==> config.mk <==
export PLATFORM = sky130hd
export DESIGN_NAME = dphy_timing_regs
export DESIGN_NICKNAME = d
export VERILOG_FILES = /design/src/logic/dphy_timing_pkg.sv /design/src/logic/dphy_timing_regs.sv
export SDC_FILE = /design/constraint.sdc
export NUM_CORES = 1
export LEC_CHECK = 0
export BUFFER_PORTS_ARGS = -buffer_cell sky130_fd_sc_hd__buf_4
export CAP_MARGIN = 10
export CORE_ASPECT_RATIO = 0.8
export CORE_MARGIN = 8
export CORE_UTILIZATION = 53
export DETAILED_ROUTE_END_ITERATION = 10
export PLACE_DENSITY = 0.79
export SYNTH_ARGS = -nofsm -noshare
export SYNTH_HDL_FRONTEND = slang
export SYNTH_SLANG_ARGS = --single-unit
==> constraint.sdc <==
create_clock -name clk_i -period 4.3 [get_ports clk_i]
set_clock_uncertainty 0.15 [all_clocks]
set_input_delay 0.645 -clock clk_i [delete_from_list [all_inputs] [get_ports clk_i]]
set_output_delay 0.645 -clock clk_i [all_outputs]
set_load 0.01 [all_outputs]
==> src/logic/dphy_timing_pkg.sv <==
// Constants, enumerations and carrier types for the D-PHY timing register bank.
// Assumes a 32-bit APB master and a 12-bit byte address bus.
package dphy_timing_pkg;
	// Register indices as printed; the byte address is four times the index.
	localparam logic [9:0] IDX_CLK_POST = 10'h043;
	localparam logic [9:0] IDX_HS_PREPARE = 10'h044;
	localparam logic [9:0] IDX_HS_ZERO = 10'h045;
	localparam logic [9:0] IDX_HS_TRAIL = 10'h046;
	localparam logic [9:0] IDX_HS_EXIT = 10'h047;
	localparam logic [9:0] IDX_LP_PULSE = 10'h048;
	localparam int NUM_REGS = 6;
	localparam int ADDR_W = 12;
	// Field positions inside each register.
	localparam int SELECT_BIT = 7;
	localparam int COUNT_MSB = 6;
	// Counts after reset, valid for the 800 Mbps lane rate.
	localparam logic [6:0] RST_CLK_POST = 7'h0A;
	localparam logic [6:0] RST_HS_PREPARE = 7'h06;
	localparam logic [6:0] RST_HS_ZERO = 7'h0C;
	localparam logic [6:0] RST_HS_TRAIL = 7'h08;
	localparam logic [6:0] RST_HS_EXIT = 7'h0B;
	localparam logic [6:0] RST_LP_PULSE = 7'h06;
	localparam logic [5:0] RST_SELECT = 6'h00;
	// Lane rate choices; the code plus one is the rate in units of 400 Mbps.
	typedef enum logic [1:0] {
		RATE_400 = 2'h0,
		RATE_800 = 2'h1,
		RATE_1200 = 2'h2,
		RATE_1600 = 2'h3
	} lane_rate_t;
	localparam lane_rate_t RST_RATE = RATE_800;
	// Six counts, element 0 being the clock post time.
	typedef logic [NUM_REGS-1:0][6:0] count_vec_t;
	typedef struct packed {
		logic [6:0] lp_pulse;
		logic [6:0] hs_exit;
		logic [6:0] hs_trail;
		logic [6:0] hs_zero;
		logic [6:0] hs_prepare;
		logic [6:0] clk_post;
	} dphy_counts_t;
	localparam count_vec_t RST_COUNTS = {RST_LP_PULSE, RST_HS_EXIT, RST_HS_TRAIL,
		RST_HS_ZERO, RST_HS_PREPARE, RST_CLK_POST};
	// APB request and answer groups.
	typedef struct packed {
		logic psel;
		logic penable;
		logic pwrite;
		logic [ADDR_W-1:0] paddr;
		logic [31:0] pwdata;
	} apb_req_t;
	typedef struct packed {
		logic [31:0] prdata;
		logic pready;
		logic pslverr;
	} apb_rsp_t;
	// Whole state of the bank.
	typedef struct packed {
		logic [NUM_REGS-1:0] select;
		count_vec_t stored;
		count_vec_t derived;
		count_vec_t applied;
		lane_rate_t rate;
		logic [31:0] prdata;
		logic slverr;
	} bank_state_t;
endpackage

==> src/logic/dphy_timing_regs.sv <==
// D-PHY timing override register bank for the first CSI-2 output port.
// Assumes an APB master on clk_i and a transmitter that flags idle gaps.
// Lane rate and idle flag come from logic on clk_i, so neither passes a synchroniser.
// How it works
// - The clock post register uses its own derived count while bit 7 is 0 and the written count while bit 7 is 1, resetting to count 0x0A with bit 7 clear.
// - The HS prepare register selects derived or written count by bit 7, count 0x6 after reset.
// - The HS zero register selects derived or written count by bit 7, count 0x0C after reset.
// - The HS trail register selects derived or written count by bit 7, count 0x8 after reset.
// - The HS exit register selects derived or written count by bit 7, count 0x0B after reset.
// - The LP pulse register selects derived or written count by bit 7, count 0x6 after reset.
// - With bit 7 clear, writes to bits 6:0 are ignored and reads return the derived count.
// - With bit 7 set, bits 6:0 take software writes and read back the stored value.
// - Derived counts reset to their 800 Mbps values and are recomputed when the lane rate changes.
//
// Register access over APB was left to the implementer.
`timescale 1ns/1ns
`default_nettype none
module dphy_timing_regs
(
	// Clock and reset.
	input wire logic clk_i,
	input wire logic rst_n_i,
	// APB slave.
	input wire dphy_timing_pkg::apb_req_t apb_i,
	output var dphy_timing_pkg::apb_rsp_t apb_o,
	// Lane rate choice and transmitter link.
	input wire dphy_timing_pkg::lane_rate_t lane_rate_i,
	input wire logic tx_idle_i,
	output var dphy_timing_pkg::dphy_counts_t timing_o
);
	dphy_timing_pkg::bank_state_t state_ff;
	dphy_timing_pkg::bank_state_t nxt_state;
	dphy_timing_pkg::count_vec_t effective;
	logic [9:0] word;
	logic hit;
	logic [2:0] sel;
	logic setup;
	logic wr_access;

	// Address decode; only word-aligned addresses inside the bank hit.
	assign word = apb_i.paddr[dphy_timing_pkg::ADDR_W-1:2];
	assign hit = (apb_i.paddr[1:0] == 2'h0) && (word >= dphy_timing_pkg::IDX_CLK_POST)
		&& (word <= dphy_timing_pkg::IDX_LP_PULSE);
	assign sel = 3'(word - dphy_timing_pkg::IDX_CLK_POST);
	assign setup = apb_i.psel && !apb_i.penable;
	assign wr_access = apb_i.psel && apb_i.penable && apb_i.pwrite;

	// Effective count per register: written when selected, else derived.
	always_comb
	begin
		for (int i = 0; i < dphy_timing_pkg::NUM_REGS; i++)
		begin
			effective[i] = state_ff.select[i] ? state_ff.stored[i] : state_ff.derived[i];
		end
	end

	// Next state of the whole bank.
	always_comb
	begin
		logic [7:0] scaled;
		scaled = 8'h00;
		nxt_state = state_ff;
		// The lane rate comes from logic on this clock and is taken as is.
		nxt_state.rate = lane_rate_i;
		// Scale the 800 Mbps counts by rate/800, rounding up.
		for (int i = 0; i < dphy_timing_pkg::NUM_REGS; i++)
		begin
			scaled = 8'(({1'b0, dphy_timing_pkg::RST_COUNTS[i]} * ({6'h00, state_ff.rate} + 8'h01)
				+ 8'h01) >> 1);
			nxt_state.derived[i] = scaled[6:0];
		end
		// Effective counts reach the transmitter only between transmissions.
		if (tx_idle_i)
		begin
			nxt_state.applied = effective;
		end
		// Register write at the access edge; the count lands only if selected.
		if (wr_access && hit)
		begin
			nxt_state.select[sel] = apb_i.pwdata[dphy_timing_pkg::SELECT_BIT];
			if (apb_i.pwdata[dphy_timing_pkg::SELECT_BIT])
			begin
				nxt_state.stored[sel] = apb_i.pwdata[dphy_timing_pkg::COUNT_MSB:0];
			end
		end
		// Read data and error are prepared in the setup cycle.
		if (setup)
		begin
			nxt_state.slverr = !hit;
			nxt_state.prdata = 32'h0000_0000;
			if (hit && !apb_i.pwrite)
			begin
				nxt_state.prdata = {24'h00_0000, state_ff.select[sel], effective[sel]};
			end
		end
	end

	// State register with synchronous reset.
	always_ff @(posedge clk_i)
	begin
		if (!rst_n_i)
		begin
			state_ff.select <= dphy_timing_pkg::RST_SELECT;
			state_ff.stored <= dphy_timing_pkg::RST_COUNTS;
			state_ff.derived <= dphy_timing_pkg::RST_COUNTS;
			state_ff.applied <= dphy_timing_pkg::RST_COUNTS;
			state_ff.rate <= dphy_timing_pkg::RST_RATE;
			state_ff.prdata <= 32'h0000_0000;
			state_ff.slverr <= 1'b0;
		end
		else
		begin
			state_ff <= nxt_state;
		end
	end

	// Outputs; ready is constant so every access takes one cycle.
	assign apb_o.prdata = state_ff.prdata;
	assign apb_o.pready = 1'b1;
	assign apb_o.pslverr = state_ff.slverr && apb_i.psel && apb_i.penable;
	assign timing_o = dphy_timing_pkg::dphy_counts_t'(state_ff.applied);

	logic rd_access;
	assign rd_access = apb_i.psel && apb_i.penable && !apb_i.pwrite && hit;

	// A write leaves every register it does not address untouched.
	for (genvar g = 0; g < dphy_timing_pkg::NUM_REGS; g++)
	begin : g_isolate

	end
endmodule // dphy_timing_regs
`default_nettype wire

=== Word-level counts from Yosys, hierarchy flattened ===
Cells that the tools add are included.

* Register bits: 160
* Input port bits: 52
* Output and inout bits: 76
* Logic and storage cells: 68

* Add/sub/neg operators: 7
* Multipliers: 4
* Magnitude comparators: 4
* Muxes and demuxes: 17
* Reductions and logical operators: 15

{| class="wikitable"
|+ Operators with widths
! kind !! count
|-
| $mux 7 || 8
|-
| $bwmux 42 || 1
|-
| $add 8x1->8 const B || 4
|-
| $bmux 7 s3 || 1
|-
| $demux 7 s3 || 1
|-
| $ge 10x7->1 const B || 1
|-
| $le 10x7->1 const B || 1
|-
| $logic_and 1x1->1 || 10
|-
| $mul 2x8->6 const A || 1
|-
| $mul 3x8->7 const A || 1
|-
| $mul 4x8->8 const A || 1
|-
| $mux 8 || 1
|-
| $add 6x1->7 const B || 1
|-
| $bwmux 6 || 1
|-
| $mul 2x3->5 const A || 1
|-
| $lt 3x4->1 const B || 1
|-
| $add 2x1->3 const B || 1
|-
| $bmux 1 s3 || 1
|-
| $demux 1 s3 || 1
|-
| $ge 3x1->1 const B || 1
|-
| $logic_not 1->1 || 3
|-
| $sub 3x2->3 const B || 1
|-
| $logic_not 2->1 || 1
|-
| $mux 1 || 2
|-
| $reduce_and 2->1 || 1
|}

=== Depth between registers and ports, before layout ===
Gate-level depths: netlist (run 1).

* Word-level depth: 6
* Mapped depth: 8
* Depth with buffers taken out: 6

=== Worst setup path before layout (run 1) ===
OpenSTA, ideal clock, no wires.

* Path kind: in2reg
* Start: in apb_i[34] (netlist bit)
* End: reg state_ff[151] (netlist bit)
* Library setup time: 0.072 ns
* Data arrival time: 2.111 ns
* Required time: 4.078 ns
* Slack: 1.967 ns
* Stages on the path: 6
* Path buffers: 0
* Cell sequence: inv_2 > ha_1 > nor2b_1 > o21ai_0 > nor2_2 > mux2i_1

* Word-level cells in the longest chain between the ends: 6
* Elaborated cells between the ends (all ways): 13
* Those cells by class: 1 x add/sub; 4 x order compare; 3 x mux; 5 x reduce/logical

{| class="wikitable"
|+ Ends and longest elaborated chain
! element !! line !! text
|-
| from (decl) || dphy_timing_regs.sv:24 || <nowiki>input wire dphy_timing_pkg::apb_req_t apb_i,</nowiki>
|-
| $sub 3x2->3 || dphy_timing_regs.sv:44 || <nowiki>assign sel = 3'(word - dphy_timing_pkg::IDX_CLK_POST);</nowiki>
|-
| $lt 3x4->1 (implied by the code) / $ge 3x1->1 (equally long branches) || dphy_timing_regs.sv:83 || <nowiki>nxt_state.stored[sel] = apb_i.pwdata[dphy_timing_pkg::COUNT_MSB:0];</nowiki>
|-
| $logic_and 1x1->1 (implied by the code) || dphy_timing_regs.sv:83 ||
|-
| $mux 7 (implied by the code) || dphy_timing_regs.sv:83 ||
|-
| $demux 7 s3 || dphy_timing_regs.sv:83 ||
|-
| $bwmux 42 || dphy_timing_regs.sv:83 ||
|-
| to (signal assigned) || dphy_timing_regs.sv:113 || <nowiki>state_ff <= nxt_state;</nowiki>
|-
| to (decl) || dphy_timing_regs.sv:31 || <nowiki>dphy_timing_pkg::bank_state_t state_ff;</nowiki>
|}

Several ways; a longest one is shown, not always the timed one.
A chain may end at the register's enable or synchronous reset.

=== Final worst setup path (run 1) ===
* Start: in apb_i[34] (netlist bit)
* End: reg state_ff[150] (netlist bit)

The elaborated chain is that of the path after synthesis.

==> impl_metrics.toml, run 1 <==
[status]
status = "finished clean"

[finish]
final_cell_mix = "114 x dfxtp_1, 83 x nand2_1, 81 x mux2i_1"
fin_cells = 774
syn_to_final_growth_pct = 12.34
finalNetCount = 685
final_common_cell = "dfxtp_1"
fillers = 852
fin_area_sq_um = 6290
drive_gt1_share_pct = 19.24
n_antenna_cell = 0

[critical_path]
cp_slowest_cell = "ha_1"
cpPeakStageDelay_ns = 0.56
critPathMaxFanout = 23
crit_chain = "buf_4, inv_2, ha_1, nor2b_1, o21ai_0, nor2_2, mux2i_1"
worstPathRequired_ns = 4.48
startpoint_type = "input pin"
worst-setup-path-type = "in -> reg"
worstPathArrival_ns = 3.14
endpoint_kind = "flip-flop"
ff2ff_path_depth = 4

[job]
drv_cap = 0

[sta]
final.min_clock_period_ns = 2.959
setup_tns_ns = 0
rsz0062_at_grt = "no"
final_max_slew_viol_count = 0
fmax_ghz = 0.3380
whs_ns = 0.2695
finalSetupViolCount = 0
hold_viol = 0
worst_pin_slew_ns = 0.9494
maxSlewHeadroom_pct = 36.61
fin_crit_sh_pct = 68.81

[power_and_ir_drop]
cellPowerDensity_nw_per_um2 = 423.6
leakage_uw = 0.002542
peakVddDrop_mv = 0.2742

[synth]
synth_ff_type = "dfxtp_1"
synth_cell_types = 57
syn_avg_cell_area_sq_um = 9.134
ys_seq_elements = 114
async_flop_share_pct = 0
ys_seq_area_share_pct = 40.76
syn_area_sq_um = 5599
synth_cells = 613
ys_warn_count = 0
synth-edff-count = 0

[detailed_routing]
via_per_inst = 5.544
first_pass_iters = 5
vias = 4291
drt-total-wl_um = 14100
antenna_left = 0
drtIter0Drc = 406
wl_per_cell_um = 18.22
drc = 0

[global_route]
antenna_found_initial = 0
globalRouteTotalUtil_pct = 20.34
grt_max_degree = 85
grt_pass1_wl_um = 21960
grt_pass1_vias = 4188
overflow = 0

[die]
die_w_um = 130.9
die_area_sq_um = 14130
rows = 33
coreArea_sq_um = 10280
die_y_um = 107.9
io_pins = 128
start_util_pct = 54.46

[clock_tree]
cts_tree = "done"
clkTransAtPathRegs_ns = 0.05
cts_root_buffer = "clkbuf_16"
cts.path.max_buffers = 2
post_cts_resized = 0
clock_latency_ns = 0.41
cts_setup_buffers = 0
htree_levels = 4
clkSinkCount = 114
numCtsBuffers = 17
postCtsHoldBufs = 0

[place]
dpl.hpwl_um = 9874
portBuffers = 78
post-place-cells = 744
gp_congestion = 0.9041
placed_cell_area_sq_um = 5728

[hold_path]
hp-class = "in -> reg"
whs_path_depth = 2
## metal layers
metal | track usage, % | part of all wire, % | vias up
li1 | - | - | 2029
met4 | 8.340 | 2.2 | 0
met2 | 30.59 | 45 | 210
met5 | 0 | 0 | -
met1 | 26.73 | 43 | 2017
met3 | 6.149 | 9.5 | 35
## registers in the layout, indices dropped and copies added (netlist names)
register and cells:
state_ff 64, apb_o 8, timing_o 42
## critical path, delay by kind of cell
kind / cells / cell delay [ns]
buffers and inverters: 2 / 0.42
AND/OR/NAND/NOR: 2 / 0.92
AO/OA/AOI/OAI: 1 / 0.31
adder cells (fa/ha/maj): 1 / 0.56
multiplexers: 1 / 0.25
## area by class of cell
class / instances / area [sq um] / share of cell area, %
Clock inverter: 6 / 80.08 / 1.273
Clock buffer: 24 / 481.7 / 7.659
Inverter: 9 / 33.78 / 0.5371
Tap cell: 140 / 175.2 / 2.785
Timing Repair Buffer: 79 / 593.1 / 9.429
Multi-Input combinational cell: 402 / 2644 / 42.03
Sequential cell: 114 / 2282 / 36.28
## stage by stage
step           total power, uW  worst slack, ns  util, %
2_1_floorplan             1284            1.967        -
3_5_place_dp              1332           0.9891    55.71
5_1_grt                   2744            1.215    61.18
6_report                  2664            1.341    61.18
3_3_place_gp              1327            1.085    55.71
4_1_cts                   2668            1.380    61.18
## power breakdown
| part | internal (uW) | switching, uW | leakage, uW |
|---|---|---|---|
| logic | 81.2 | 140 | 0.00134 |
| clock network | 886 | 463 | 0.000280 |
| registers | 1080 | 14.6 | 0.000926 |
## final timing paths
| kind | startpoint | endpoint | slack [ns] |
|---|---|---|---|
| hold reg to reg | apb_o[9] | apb_o[9] | 0.30 |
| setup reg to reg | state_ff[165] | apb_o[7] | 2.03 |
| hold / removal | lane_rate_i[0] | state_ff[33] | 0.27 |
| setup / recovery | apb_i[34] | state_ff[150] | 1.34 |
## cell usage after synthesis (2+ instances only)
library cell	number	area share (%)
xnor2_1	2	0.31
and3_1	3	0.34
o21ai_0	23	2.1
ha_1	10	2.2
xor2_1	2	0.31
nand4_1	2	0.22
nor2_1	44	2.9
a32oi_1	3	0.47
buf_4	75	10
o211ai_1	4	0.54
nand3_2	2	0.36
clkbuf_1	20	1.3
nor3_1	2	0.18
conb_1	2	0.13
o21a_1	3	0.40
inv_1	7	0.47
buf_1	7	0.47
nand3_1	21	1.9
and2_1	2	0.22
buf_2	7	0.63
nand2b_1	16	1.8
a21oi_1	18	1.6
dfxtp_1	114	41
nor2_2	2	0.22
a22oi_1	2	0.27
inv_2	2	0.13
nor2b_1	2	0.22
nand2_1	83	5.6
o221ai_1	8	1.3
mux2i_1	81	14
a211oi_1	18	2.4
## kinds of logic (layout without fill, tap and decap cells)
family	after synthesis	in the layout	synth area share (%)
simple gates	191	191	16.51
buf+inv	120	118	13.56
flops	114	114	40.76
compound gates	88	88	10.53
mux	83	83	15.35
fa+ha+maj	10	10	2.235
xor+xnor	5	5	0.9164
other cells	2	25	0.1341
No activity file was read; power rests on OpenSTA's default activity.
==> inputs of run 2 (changes only) <==
Settings changed: ABC_AREA from default to 1, PLACE_DENSITY 0.79 to 0.78.
Clock period 4.3 ns to 2.8 ns, I/O delays scaled along.
==> impl_metrics.toml, run 2 <==
[sta]
hold_viol = 0
final.min_clock_period_ns = 2.079
worst_pin_slew_ns = 0.6971
setup_tns_ns = 0
fmax_ghz = 0.4810
finalSetupViolCount = 0
final_max_slew_viol_count = 0
fin_crit_sh_pct = 74.26
maxSlewHeadroom_pct = 53.53
rsz0062_at_grt = "no"
timing.final.ws_setup_ns = 0.7209

[finish]
largest_reg_flops = 64
fin_area_sq_um = 6789
final_cell_mix = "228 x nand2_1, 114 x dfxtp_1, 108 x nor2_1"
top_register = "state_ff"
final_common_cell = "nand2_1"
drive_gt1_share_pct = 16.05
syn_to_final_growth_pct = 13.82
finalNetCount = 946
n_antenna_cell = 0

[synth]
ys_top_cells_by_area = "dfxtp_1 38%, nand2_1 14%, buf_4 9.7%, nor2_1 6.8%, inv_1 5.9%"
ys_top_cells_by_count = "228 x nand2_1, 114 x dfxtp_1, 108 x nor2_1"
synth_cell_types = 31
yosys.area.top_type = "dfxtp_1"
synth-edff-count = 0
synth_most_common_cell = "nand2_1"
ys_warn_count = 0
syn_area_sq_um = 5964
async_flop_share_pct = 0
synth.top_cell.area_share_pct = 38.26
ys_seq_area_share_pct = 38.26
ys_seq_elements = 114
syn_avg_cell_area_sq_um = 6.856
synth_cells = 870
synth_ff_type = "dfxtp_1"

[hold_path]
hp-class = "in -> reg"
worstHoldStart = "lane_rate_i[1]"

[die]
die_area_sq_um = 14930
die_y_um = 110.9
coreArea_sq_um = 10930
start_util_pct = 54.55
rows = 34
io_pins = 128
die_w_um = 134.6

[place]
dpl.hpwl_um = 10860
placed_cell_area_sq_um = 6097
portBuffers = 78
dp_slack_ns = 0.3869
gp_congestion = 0.9296

[clock_tree]
cts_setup_buffers = 0
cts_root_buffer = "clkbuf_16"
htree_levels = 4
cts.path.max_buffers = 2
clkTransAtPathRegs_ns = 0.05
postCtsHoldBufs = 0
cts_tree = "done"
clock_latency_ns = 0.42
numCtsBuffers = 17
post_cts_resized = 0
clkSinkCount = 114

[power_and_ir_drop]
cellPowerDensity_nw_per_um2 = 683.7
total_power_uw = 4641
peakVddDrop_mv = 0.4307
leakage_uw = 0.003473

[global_route]
use_met3_pct = 7.518
antenna_found_initial = 0
grt_max_degree = 69
top_usage_layer = "met2"
met1_usage_pct = 27.01
grt_pass1_wl_um = 25120
overflow = 0
met2_usage_pct = 32.31
globalRouteTotalUtil_pct = 21.19
grt_pass1_vias = 4896

[job]
drv_cap = 0

[critical_path]
rr_startpoint = "state_ff[165]"
startpoint = "apb_i[34]"
critPathMaxFanout = 15
endpoint_kind = "flip-flop"
worst-setup-path-type = "in -> reg"
startpoint_type = "input pin"
worstPathRequired_ns = 2.91
worstPathArrival_ns = 2.19

[detailed_routing]
drc = 0
antenna_left = 0
first_pass_iters = 7
via_per_inst = 5.042
drtIter0Drc = 629
vias = 5249
drt-total-wl_um = 15610
wl_per_cell_um = 15.00

[status]
status = "finished clean"
## run 2: critical path, cell delays in order
cell     delay, ns
buf_4         0.19
inv_2         0.05
ha_1          0.40
inv_2         0.29
nand3_1       0.15
inv_1         0.11
nand3_2       0.30
nand2_1       0.17
nand3_1       0.09
## run 2: layer usage
metal | up-vias | part of all wire (%)
met5 | - | 0
met4 | 0 | 2.0
met1 | 2340 | 42
met3 | 30 | 12
met2 | 257 | 44
li1 | 2622 | -
## run 2: worst paths after layout
path,slack [ns],endpoint,cells after the start
worst min-delay path,0.04,state_ff[34],3
worst max-delay path,0.72,state_ff[120],9
worst min register to register,0.31,state_ff[143],2
worst max register to register,0.83,apb_o[2],7
## run 2: through the flow
stage / hold WS, ns / util, % / cells
finish: 0.04111 / 62.10 / 1041
global route: 0.02886 / 62.10 / 1041
CTS: 0.03461 / 62.10 / 1041
detailed placement: 0.2970 / 55.77 / 1009
global placement: 0.2927 / 55.77 / 1009
floorplan: 0.2789 / - / 893
## run 2: area by class of cell
type	count	area, sq um
sequential	114	2282
multi-input combinational	563	2599
inverter	100	375.4
timing repair buffer	88	660.6
clock inverter	10	227.7
fill	994	4144
clock buffer	22	464.2
tap	144	180.2
## run 2: kinds of logic (layout without fill, tap and decap cells)
family | count (synthesis) | count (layout) | share of synthesized area [%]
and+or+nand+nor | 423 | 423 | 30.27
buffers and inverters | 216 | 220 | 19.61
DFF | 114 | 114 | 38.26
AOI/OAI and AO/OA | 104 | 104 | 9.482
adders and majority gates | 10 | 10 | 2.098
other | 2 | 25 | 0.1259
xor gates and xnor gates | 1 | 1 | 0.1469
## run 2: power breakdown
part	internal (uW)	switching, uW	total [uW]
sequential	1670	25.1	1700
combinational	146	263	408
clock	1800	735	2540
total	3620	1020	4640
